==> src/verilog/psup_pkg.sv <==
// constants and types for the process loop supervisor
package psup_pkg;
  localparam int DATA_W = 32;
  localparam int ADDR_W = 8;
  // register byte offsets
  localparam logic [7:0] OFS_CTRL = 8'h00;
  localparam logic [7:0] OFS_LOSS = 8'h04;
  localparam logic [7:0] OFS_SLPFRQ = 8'h08;
  localparam logic [7:0] OFS_SLPDLY = 8'h0c;
  localparam logic [7:0] OFS_FREQ = 8'h10;
  localparam logic [7:0] OFS_TGTLIM = 8'h14;
  localparam logic [7:0] OFS_DISP = 8'h18;
  localparam logic [7:0] OFS_PRECH = 8'h1c;
  localparam logic [7:0] OFS_STATUS = 8'h20;
  localparam logic [7:0] OFS_DISPVAL = 8'h24;
  localparam logic [7:0] OFS_FMIN = 8'h28;
  // control field positions
  localparam int CTL_RUN = 0;
  localparam int CTL_MODE = 1;
  localparam int CTL_PUMP = 5;
  localparam int CTL_REV = 6;
  localparam int CTL_LOSS = 7;
  localparam int CTL_SLEEP = 9;
  localparam int CTL_COMP = 11;
  localparam int CTL_GAIN = 12;
  localparam int CTL_TSRC = 14;
  localparam int CTL_FSRC = 17;
  localparam int CTL_DEC = 20;
  localparam int CTL_UNIT = 23;
  // shared field positions of split registers
  localparam int FLD_LO = 0;
  localparam int FLD_HI = 16;
  localparam int FLD_MID = 8;
  // setting codes
  localparam logic [1:0] LOSS_OFF = 2'h0;
  localparam logic [1:0] LOSS_WARN = 2'h1;
  localparam logic [1:0] LOSS_FAULT = 2'h2;
  localparam logic [1:0] SLP_OFF = 2'h0;
  localparam logic [1:0] SLP_TIMER = 2'h1;
  localparam logic [1:0] SLP_INPUT = 2'h2;
  localparam logic [1:0] GSEL_ONE = 2'h0;
  localparam logic [1:0] GSEL_TWO = 2'h1;
  localparam logic [1:0] GSEL_INPUT = 2'h2;
  localparam logic [2:0] TSRC_CAPPED = 3'h4;
  localparam int MODE_PID_BIT = 0;
  localparam int MODE_UPPER_BIT = 3;
  // frequencies in 0.01 Hz steps
  localparam logic [15:0] FREQ_MAX = 16'h9c40;
  localparam logic [15:0] FINE_LIMIT = 16'h7530;
  localparam logic [15:0] COARSE_STEP = 16'h000a;
  localparam logic [6:0] PCT_FULL = 7'h64;
  localparam logic [3:0] TICKS_PER_SEC = 4'ha;
  // reset values
  localparam logic [6:0] TGT_UPPER_RST = 7'h64;
  localparam logic [13:0] FB_MAX_RST = 14'h2710;
  // tick timing
  localparam real TICK_TIME_S = 0.1;
  localparam real CLK_HZ = 250.0e6;
  localparam int TICK_CYCLES = int'(TICK_TIME_S * CLK_HZ);
  localparam int CNT_W = 12;
  typedef enum logic [2:0] {
    ST_IDLE = 3'b000,
    ST_PRECH = 3'b001,
    ST_PID = 3'b010,
    ST_SLEEPW = 3'b011,
    ST_SLEEP = 3'b100,
    ST_FAULT = 3'b101
  } psup_state_e;
endpackage : psup_pkg

==> src/verilog/psup_top.sv <==
// supervisor of the process loop: loss, sleep, gain set, precharge, display
`timescale 1ns/100ps
module psup_top
  import psup_pkg::*;
#(
  parameter int TICK_CNT = TICK_CYCLES
) (
  input wire logic ref_clk,
  input wire logic srst,
  input wire logic [ADDR_W-1:0] regAddr,
  input wire logic [DATA_W-1:0] wrData,
  input wire logic wrStrobe,
  input wire logic rdStrobe,
  output logic [DATA_W-1:0] rdData,
  input wire logic signed [16:0] pidOut,
  input wire logic [15:0] refFreq,
  input wire logic [15:0] outFreq,
  input wire logic [6:0] fbPct,
  input wire logic [6:0] targetIn,
  input wire logic sleepInput,
  input wire logic gainInput,
  input wire logic rtcTimerOn,
  output logic [15:0] freqCmd,
  output logic motorRun,
  output logic reverseDir,
  output logic faultContact,
  output logic feedbackLossWarn,
  output logic feedbackLossFault,
  output logic pidSelectionError,
  output logic gainSetOne,
  output logic gainSetTwo,
  output logic [6:0] targetOut,
  output logic [13:0] dispFeedback,
  output logic [2:0] dispDecimals,
  output logic [4:0] dispUnit,
  output logic dispPercent
);

  typedef struct packed {
    psup_state_e state;
    logic [24:0] tickCnt;
    logic [CNT_W-1:0] lossCnt;
    logic [CNT_W-1:0] sleepCnt;
    logic [CNT_W-1:0] wakeCnt;
    logic [CNT_W-1:0] prechCnt;
    logic runCmd;
    logic [3:0] ctrlMode;
    logic pumpMode;
    logic revAllow;
    logic [1:0] lossSel;
    logic [1:0] sleepSel;
    logic sleepComp;
    logic [1:0] gainSel;
    logic [2:0] tgtSrc;
    logic [2:0] fbSrc;
    logic [2:0] decWidth;
    logic [4:0] unitSel;
    logic [6:0] lossLvl;
    logic [6:0] lossTime;
    logic [15:0] sleepFreq;
    logic [15:0] wakeFreq;
    logic [11:0] sleepDly;
    logic [11:0] wakeDly;
    logic [15:0] lossFreq;
    logic [15:0] gainLvl;
    logic [6:0] tgtUpper;
    logic [6:0] tgtLower;
    logic [15:0] prechFreq;
    logic [13:0] dispBias;
    logic [13:0] fbMax;
    logic [7:0] prechTime;
    logic [13:0] prechTgt;
    logic [15:0] fMin;
    logic [DATA_W-1:0] rdData;
    logic [15:0] freqCmd;
    logic motorRun;
    logic reverseDir;
    logic faultContact;
    logic lossWarn;
    logic lossFault;
    logic selErr;
    logic gainTwo;
    logic [6:0] targetOut;
    logic [13:0] dispFb;
    logic gainOne;
    logic unitPct;
  } psup_s;

  psup_s st_q;
  psup_s st_d;

  // frequencies above 300 Hz keep only 0.1 Hz resolution
  function automatic logic [15:0] coarsen(input logic [15:0] f);
    logic [15:0] capped;
    capped = (f > FREQ_MAX) ? FREQ_MAX : f;
    coarsen = (capped > FINE_LIMIT) ? capped - (capped % COARSE_STEP) : capped;
  endfunction : coarsen

  // qualification timer: zero on lapse, saturating count on tick
  function automatic logic [CNT_W-1:0] timerNext(input logic [CNT_W-1:0] cnt,
                                                 input logic cond, input logic tick);
    if (!cond) begin
      timerNext = '0;
    end else if (tick && cnt != '1) begin
      timerNext = cnt + 1'b1;
    end else begin
      timerNext = cnt;
    end
  endfunction : timerNext

  logic tick;
  logic pidOn;
  logic sleepOn;
  logic prechOn;
  logic [15:0] sleepThr;
  logic lossCond;
  logic lossHit;
  logic sleepCond;
  logic sleepTimerCond;
  logic sleepHit;
  logic wakeCond;
  logic wakeHit;
  logic prechDone;
  logic [13:0] prechCap;
  logic [11:0] prechLimit;
  logic pidNeg;
  logic [16:0] pidMag;
  logic [15:0] pidFreq;
  logic signed [15:0] fbSpan;
  logic signed [23:0] fbProd;
  logic signed [23:0] fbSum;
  logic [6:0] fbUse;
  logic [6:0] tgtTmp;
  logic wrHit;

  // combinational next state of every register
  always_comb begin
    st_d = st_q;
    st_d.rdData = '0; // read data valid only in the cycle after a read
    // tenth-second tick for all second-based delays
    tick = (st_q.tickCnt == 25'(TICK_CNT - 1));
    st_d.tickCnt = tick ? '0 : st_q.tickCnt + 25'd1;
    wrHit = wrStrobe;

    // software writes; frequency fields are coarsened on entry
    if (wrHit) begin
      case (regAddr)
        OFS_CTRL: begin
          st_d.runCmd = wrData[CTL_RUN];
          st_d.ctrlMode = wrData[CTL_MODE +: 4];
          st_d.pumpMode = wrData[CTL_PUMP];
          st_d.revAllow = wrData[CTL_REV];
          st_d.lossSel = wrData[CTL_LOSS +: 2];
          st_d.sleepSel = wrData[CTL_SLEEP +: 2];
          st_d.sleepComp = wrData[CTL_COMP];
          st_d.gainSel = wrData[CTL_GAIN +: 2];
          st_d.tgtSrc = wrData[CTL_TSRC +: 3];
          st_d.fbSrc = wrData[CTL_FSRC +: 3];
          st_d.decWidth = wrData[CTL_DEC +: 3];
          st_d.unitSel = wrData[CTL_UNIT +: 5];
        end
        OFS_LOSS: begin
          st_d.lossLvl = wrData[FLD_LO +: 7];
          st_d.lossTime = wrData[FLD_MID +: 7];
        end
        OFS_SLPFRQ: begin
          st_d.sleepFreq = coarsen(wrData[FLD_LO +: 16]);
          st_d.wakeFreq = coarsen(wrData[FLD_HI +: 16]);
        end
        OFS_SLPDLY: begin
          st_d.sleepDly = wrData[FLD_LO +: 12];
          st_d.wakeDly = wrData[FLD_HI +: 12];
        end
        OFS_FREQ: begin
          st_d.lossFreq = coarsen(wrData[FLD_LO +: 16]);
          st_d.gainLvl = coarsen(wrData[FLD_HI +: 16]);
        end
        OFS_TGTLIM: begin
          st_d.tgtUpper = wrData[FLD_LO +: 7];
          st_d.tgtLower = wrData[FLD_MID +: 7];
          st_d.prechFreq = coarsen(wrData[FLD_HI +: 16]);
        end
        OFS_DISP: begin
          st_d.dispBias = wrData[FLD_LO +: 14];
          st_d.fbMax = wrData[FLD_HI +: 14];
        end
        OFS_PRECH: begin
          st_d.prechTime = wrData[FLD_LO +: 8];
          st_d.prechTgt = wrData[FLD_HI +: 14];
        end
        OFS_FMIN: st_d.fMin = coarsen(wrData[FLD_LO +: 16]);
        default: ;
      endcase
    end

    // register reads; unmapped addresses answer zero
    if (rdStrobe) begin
      case (regAddr)
        OFS_CTRL: st_d.rdData = {4'h0, st_q.unitSel, st_q.decWidth, st_q.fbSrc,
                                 st_q.tgtSrc, st_q.gainSel, st_q.sleepComp, st_q.sleepSel,
                                 st_q.lossSel, st_q.revAllow, st_q.pumpMode,
                                 st_q.ctrlMode, st_q.runCmd};
        OFS_LOSS: st_d.rdData = {17'h0, st_q.lossTime, 1'b0, st_q.lossLvl};
        OFS_SLPFRQ: st_d.rdData = {st_q.wakeFreq, st_q.sleepFreq};
        OFS_SLPDLY: st_d.rdData = {4'h0, st_q.wakeDly, 4'h0, st_q.sleepDly};
        OFS_FREQ: st_d.rdData = {st_q.gainLvl, st_q.lossFreq};
        OFS_TGTLIM: st_d.rdData = {st_q.prechFreq, 1'b0, st_q.tgtLower, 1'b0, st_q.tgtUpper};
        OFS_DISP: st_d.rdData = {2'h0, st_q.fbMax, 2'h0, st_q.dispBias};
        OFS_PRECH: st_d.rdData = {2'h0, st_q.prechTgt, 8'h0, st_q.prechTime};
        OFS_STATUS: st_d.rdData = {22'h0, st_q.reverseDir, st_q.motorRun, st_q.gainTwo,
                                   st_q.selErr, st_q.lossFault, st_q.lossWarn, 1'b0,
                                   st_q.state};
        OFS_DISPVAL: st_d.rdData = {st_q.freqCmd, 2'h0, st_q.dispFb};
        OFS_FMIN: st_d.rdData = {16'h0, st_q.fMin};
        default: st_d.rdData = '0;
      endcase
    end

    st_d.unitPct = (st_d.unitSel == 5'h00);
    // mode decode
    pidOn = st_q.ctrlMode[MODE_PID_BIT];
    sleepOn = (st_q.sleepSel == SLP_TIMER) ||
              (st_q.sleepSel == SLP_INPUT && sleepInput);
    prechOn = (st_q.prechFreq != '0) && pidOn;
    // bad settings block start and show on the error flag
    st_d.selErr = (st_q.tgtSrc == st_q.fbSrc) ||
                  (st_q.sleepSel != SLP_OFF &&
                   (st_q.revAllow || st_q.ctrlMode[MODE_UPPER_BIT]));

    // feedback display: bias at 0 %, maximum at 100 %
    fbUse = (fbPct > PCT_FULL) ? PCT_FULL : fbPct;
    fbSpan = $signed({2'b00, st_q.fbMax}) - $signed({2'b00, st_q.dispBias});
    fbProd = 24'(fbSpan) * 24'($signed({1'b0, fbUse}));
    fbSum = $signed({10'h0, st_q.dispBias}) + (fbProd / 24'sd100);
    st_d.dispFb = fbSum[23] ? '0 : fbSum[13:0];

    // target clamp; upper wins if limits cross
    tgtTmp = (targetIn < st_q.tgtLower) ? st_q.tgtLower : targetIn;
    st_d.targetOut = (tgtTmp > st_q.tgtUpper) ? st_q.tgtUpper : tgtTmp;

    // gain set choice
    if (st_q.pumpMode && pidOn) begin
      st_d.gainTwo = (outFreq < st_q.gainLvl);
    end else begin
      case (st_q.gainSel)
        GSEL_ONE: st_d.gainTwo = 1'b0;
        GSEL_TWO: st_d.gainTwo = 1'b1;
        GSEL_INPUT: st_d.gainTwo = gainInput;
        default: st_d.gainTwo = rtcTimerOn;
      endcase
    end
    st_d.gainOne = ~st_d.gainTwo;

    // feedback loss qualification in precharge, loop and sleep wait states
    lossCond = (st_q.lossSel != LOSS_OFF) && (fbPct < st_q.lossLvl) &&
               (st_q.state == ST_PRECH || st_q.state == ST_PID ||
                st_q.state == ST_SLEEPW);
    st_d.lossCnt = timerNext(st_q.lossCnt, lossCond, tick);
    lossHit = lossCond && (st_q.lossCnt >= {5'h0, st_q.lossTime});
    st_d.lossWarn = lossHit && (st_q.lossSel == LOSS_WARN);

    // sleep and wake qualification
    sleepThr = (st_q.wakeFreq < st_q.sleepFreq) ? st_q.wakeFreq : st_q.sleepFreq;
    sleepCond = sleepOn && (outFreq < sleepThr);
    sleepTimerCond = (st_q.state == ST_PID && sleepCond) || st_q.state == ST_SLEEPW;
    st_d.sleepCnt = timerNext(st_q.sleepCnt, sleepTimerCond, tick);
    sleepHit = sleepTimerCond && (st_q.sleepCnt >= st_q.sleepDly);
    wakeCond = (st_q.state == ST_SLEEP) && (refFreq > st_q.wakeFreq);
    st_d.wakeCnt = timerNext(st_q.wakeCnt, wakeCond, tick);
    wakeHit = wakeCond && (st_q.wakeCnt >= st_q.wakeDly);

    // precharge end: time or feedback at target
    prechCap = (st_q.tgtSrc == TSRC_CAPPED && st_q.prechTgt > st_q.fbMax) ?
               st_q.fbMax : st_q.prechTgt;
    prechLimit = 12'(st_q.prechTime) * 12'(TICKS_PER_SEC);
    st_d.prechCnt = timerNext(st_q.prechCnt, st_q.state == ST_PRECH, tick);
    prechDone = (st_q.prechCnt >= prechLimit) || (st_d.dispFb >= prechCap);

    // loop output: negative is zero unless reversal allowed
    pidNeg = pidOut[16];
    pidMag = pidNeg ? 17'(-pidOut) : pidOut;
    if (pidNeg && !st_q.revAllow) begin
      pidFreq = '0;
    end else begin
      pidFreq = (pidMag > {1'b0, FREQ_MAX}) ? FREQ_MAX : pidMag[15:0];
    end

    // run sequence
    st_d.state = st_q.state;
    case (st_q.state)
      ST_IDLE: begin
        if (st_q.runCmd && !st_q.selErr) begin
          st_d.state = prechOn ? ST_PRECH : ST_PID;
        end
      end
      ST_PRECH: begin
        if (prechDone) begin
          st_d.state = ST_PID;
        end
      end
      ST_PID: begin
        if (sleepCond && st_q.sleepComp) begin
          st_d.state = ST_SLEEPW;
        end else if (sleepHit) begin
          st_d.state = ST_SLEEP;
        end
      end
      ST_SLEEPW: begin
        if (sleepHit) begin
          st_d.state = ST_SLEEP;
        end
      end
      ST_SLEEP: begin
        if (wakeHit) begin
          st_d.state = ST_PID;
        end
      end
      ST_FAULT: begin
        if (!st_q.runCmd) begin
          st_d.state = ST_IDLE;
        end
      end
      default: st_d.state = ST_IDLE;
    endcase
    if (lossHit && st_q.lossSel == LOSS_FAULT) begin
      st_d.state = ST_FAULT;
    end else if (!st_q.runCmd && st_q.state != ST_FAULT) begin
      st_d.state = ST_IDLE;
    end
    st_d.lossFault = (st_d.state == ST_FAULT);
    st_d.faultContact = (st_d.state == ST_FAULT);

    // drive outputs from the next state; loop inputs are never gated
    st_d.reverseDir = 1'b0;
    case (st_d.state)
      ST_PRECH: begin
        st_d.motorRun = 1'b1;
        st_d.freqCmd = st_q.prechFreq;
      end
      ST_PID: begin
        st_d.motorRun = 1'b1;
        if (st_d.lossWarn) begin
          st_d.freqCmd = st_q.lossFreq;
        end else begin
          st_d.freqCmd = pidFreq;
          st_d.reverseDir = pidNeg && st_q.revAllow;
        end
      end
      ST_SLEEPW: begin
        st_d.motorRun = 1'b1;
        st_d.freqCmd = st_q.fMin;
      end
      ST_SLEEP: begin
        st_d.motorRun = st_q.sleepComp;
        st_d.freqCmd = st_q.sleepComp ? st_q.sleepFreq : '0;
      end
      default: begin
        st_d.motorRun = 1'b0;
        st_d.freqCmd = '0;
      end
    endcase
  end

  // one register stage for all state; synchronous reset
  always_ff @(posedge ref_clk) begin
    if (srst) begin
      st_q <= '0;
      st_q.state <= ST_IDLE;
      st_q.tgtUpper <= TGT_UPPER_RST;
      st_q.fbMax <= FB_MAX_RST;
      st_q.gainOne <= 1'b1;
      st_q.unitPct <= 1'b1;
    end else begin
      st_q <= st_d;
    end
  end

  assign rdData = st_q.rdData;
  assign freqCmd = st_q.freqCmd;
  assign motorRun = st_q.motorRun;
  assign reverseDir = st_q.reverseDir;
  assign faultContact = st_q.faultContact;
  assign feedbackLossWarn = st_q.lossWarn;
  assign feedbackLossFault = st_q.lossFault;
  assign pidSelectionError = st_q.selErr;
  assign gainSetTwo = st_q.gainTwo;
  assign gainSetOne = st_q.gainOne;
  assign targetOut = st_q.targetOut;
  assign dispFeedback = st_q.dispFb;
  assign dispDecimals = st_q.decWidth;
  assign dispUnit = st_q.unitSel;
  assign dispPercent = st_q.unitPct;
endmodule : psup_top

==> config.mk <==
export PLATFORM = sky130hd
export DESIGN_NAME = psup_top
export DESIGN_NICKNAME = d
export VERILOG_FILES = /design/src/verilog/psup_pkg.sv /design/src/verilog/psup_top.sv
export SDC_FILE = /design/constraint.sdc
export NUM_CORES = 2
export LEC_CHECK = 0
export BUFFER_PORTS_ARGS = -buffer_cell sky130_fd_sc_hd__buf_4
export CAP_MARGIN = 20
export CORE_MARGIN = 2
export CORE_UTILIZATION = 30
export CTS_BUF_LIST = sky130_fd_sc_hd__clkbuf_4
export CTS_CLUSTER_DIAMETER = 80
export DETAILED_ROUTE_END_ITERATION = 8
export PLACE_DENSITY = 0.55
export SYNTH_ARGS = -nofsm -noshare
export SYNTH_HDL_FRONTEND = slang
export SYNTH_SLANG_ARGS = --single-unit
==> constraint.sdc <==
create_clock -name ref_clk -period 68.1 [get_ports ref_clk]
set_input_delay 13.62 -clock ref_clk [delete_from_list [all_inputs] [get_ports ref_clk]]
set_output_delay 13.62 -clock ref_clk [all_outputs]
set_load 0.01 [all_outputs]
==> qor.txt <==
Synthesized area: 34200 um^2
RSZ-0062 raised after global routing: false
Proportion of netlist area held by the largest area contributor: 22.2%
Slew headroom: 13.2%
Asr flop ratio synth: 0%
CP required: 68920 ps
Post-cts resize count: 0
Initial antenna violation count: 9
Crit-path slowest cell: mux2i_1
Outcome: complete, no violations
DRC: 0
Slew at the pin closest to its max-slew limit: 1290 ps
Final wirelength: 126000 um
CP Data Arrival Time: 39700 ps
HPWL Detailed: 98600 um
Nets: 5066
Final setup violating endpoints: 0
Clk_lat worst skew: 960 ps
R2R Setup Slk: 38870 ps
Inserted Clock Buffers: 102
Via density: 5.47
Largest family of logic cells by synthesized area: compound AO/OA/AOI/OAI gates
Post-Synth Adder-Cell Area: 15.3%
Iteration-0 DRC Markers: 3233
Max cap viols: 0
Post-synthesis xor/xnor area fraction: 5.53%
Worst-case clock buffer depth: 3
Cell mode on critical path: a21oi_1
Num ports: 196
Gr usage total: 21.1%
Wire length of the first global-routing pass: 192000 um
Row cnt: 123
Core Area: 113000 um^2
Crit path largest cell delay: 730 ps
DR WL/cell: 20.5 um
Startpoint types: primary input
TNS Setup: 0 ps
Die ar.: 117000 um^2
Final Hold Viols: 0
Synth Flop Type: dfxtp_1
Delay-heaviest family, CP: compound AO/OA/AOI/OAI gates
Highest Clock Rate: 0.0257 GHz
Simple-gate area share of the yosys netlist: 23.3%
FILL cells: 12100
Pins Over Slew Limit: 0
Initial core utilization: 30.3%
Crit Path Class: primary input to flip-flop
Crit path buf inv count: 4
Ys Warns: 0
Crit end category: flip-flop
Vias: 33700
Synth Area in Compound Gates: 24.4%
EDFF count, synth: 0
Area Growth Syn to Fin: 10.5%
CTS tree: yes
Largest area contributor in the netlist: dfxtp_1
Period utilization: 57.1%
Routed Antenna Nets: 0
Syn Area/Cell: 7.54 um^2
Flops & latches, synth: 379
Layout cell share with drive strength beyond 1: 11.0%
Hold_buf cts: 0
Tmin final: 38880 ps
Hold Crit Class: flip-flop to flip-flop
# Post-CTS Setup Buffers: 0
Hold slack final: 460 ps
Largest fanout on the critical path: 17
Die outline width: 342 um
Clk pin slew, worst setup/hold paths: 60 ps
Root Buffer: clkbuf_4
Seq/Total Area, Yosys: 22.2%
Largest net degree at the start of global routing: 114
Synthesized instance count: 4532
Synth area leaders: dfxtp_1 (22%), ha_1 (10%), nand2_1 (6.1%)
Die Ht: 342 um
Mux share of post-synthesis cell area: 1.61%
Initial DRT Pass Iterations: 9
Vias in the first global route: 31500
Fin Clk Skew: 96.3 ps
GP Congestion: 0.947
H-tree depth: 3
Synth cell types: 133
Grt ovf: 0
Sink Count: 379
Port Buf Inserts: 195
[path summary, 6_finish.rpt]
check / start / endpoint / cells past startpoint
hold / removal: st_q[300]$_SDFFE_PP0P_ / st_q[300]$_SDFFE_PP0P_ / 2
setup reg to reg: st_q[130]$_SDFFE_PP0P_ / freqCmd[6]$_SDFF_PP0_ / 118
setup / recovery: fbPct[6] / freqCmd[6]$_SDFF_PP0_ / 106
hold reg to reg: st_q[300]$_SDFFE_PP0P_ / st_q[300]$_SDFFE_PP0P_ / 2
[metal layers]
layer | up-vias | track usage [%] | part of all wire, %
li1 | 16100 | - | -
met4 | 6 | 8.01 | 3.7
met3 | 238 | 3.68 | 7.7
met2 | 1365 | 33.2 | 44
met1 | 16000 | 28.5 | 44
met5 | - | 0 | 0.032
[cells by family after synthesis]
kind of cell | after synthesis
simple gates | 1694
compound gates | 1217
buf+inv | 609
flops | 379
fa+ha+maj | 367
xor+xnor | 214
mux | 51
other cells | 1
[cells in the final DEF (no fill, tap or decap), types with 29 or more instances in the layout]
| cell | instances |
|---|---|
| a211oi_1 | 89 |
| a21o_1 | 58 |
| a21oi_1 | 345 |
| a222oi_1 | 40 |
| a22o_1 | 31 |
| a22oi_1 | 43 |
| a31oi_1 | 68 |
| and2_1 | 47 |
| and3_1 | 33 |
| buf_4 | 226 |
| clkbuf_4 | 146 |
| dfxtp_1 | 379 |
| fa_1 | 84 |
| ha_1 | 280 |
| inv_1 | 315 |
| mux2i_1 | 39 |
| nand2_1 | 552 |
| nand2b_1 | 93 |
| nand3_1 | 92 |
| nand4_1 | 29 |
| nor2_1 | 507 |
| nor2b_1 | 74 |
| nor3_1 | 87 |
| o211ai_1 | 34 |
| o21a_1 | 39 |
| o21ai_0 | 184 |
| o31ai_1 | 29 |
| xnor2_1 | 139 |
| xor2_1 | 73 |
[stage by stage]
step | instances | utilization (%) | setup slack, ps | area, um^2
final | 6164 | 33.5 | 29220 | 37800
after detailed placement | 5983 | 32.3 | 28090 | 36500
after global placement | 5981 | 32.3 | 28590 | 36400
after CTS | 6155 | 33.4 | 29040 | 37700
after global routing | 6164 | 33.5 | 26790 | 37800
after floorplan | 4543 | - | 32910 | 34200
[final cells by class]
type	count	area [um^2]	share of cell area, %
Clock inverter	26	143	0.378
Tap cell	1500	1880	4.97
Clock buffer	146	1100	2.90
Timing Repair Buffer	232	1790	4.74
Inverter	322	1210	3.20
Multi-Input combinational cell	3555	24100	63.7
Antenna cell	4	10.0	0.0265
Sequential cell	379	7590	20.1
[worst register-to-register path: cells and delay by family, from the launching register on]
family,cells,cell delay [ps]
and+or+nand+nor,35,6150
AOI/OAI and AO/OA,64,15600
muxes,3,1470
buffers and inverters,4,420
DFF,1,540
adders and majority gates,10,3920
xor gates and xnor gates,2,1000
[synthesized netlist by cell type (18+ instances only)]
cell,instances
nand2_1,552
nor2_1,515
dfxtp_1,379
a21oi_1,346
inv_1,315
ha_1,280
o21ai_0,184
clkbuf_1,179
xnor2_1,139
nand2b_1,93
nand3_1,92
a211oi_1,89
nor3_1,88
fa_1,84
buf_4,83
nor2b_1,74
xor2_1,73
a31oi_1,68
a21o_1,58
and2_1,48
a22oi_1,43
a222oi_1,40
mux2i_1,39
o21a_1,39
o211ai_1,34
and3_1,33
a22o_1,31
o31ai_1,30
nand4_1,29
a221oi_1,27
nor4_1,22
or2_2,20
or3_1,19
nand3b_1,18
o21ai_1,18
[sequential cells by signal (all words and copies together) (netlist names)]
register and cells:
dispUnit 5, feedbackLossWarn 1, dispDecimals 3, freqCmd 16
pidOn 1, rdData 32, dispFeedback 14, pidSelectionError 1
reverseDir 1, targetOut 7, motorRun 1, gainSetTwo 1
dispPercent 1, gainSetOne 1, feedbackLossFault 1, st_q 293
Power is not shown: default switching activity piles up to over one toggle a cycle in this logic, so the estimate is an artifact.
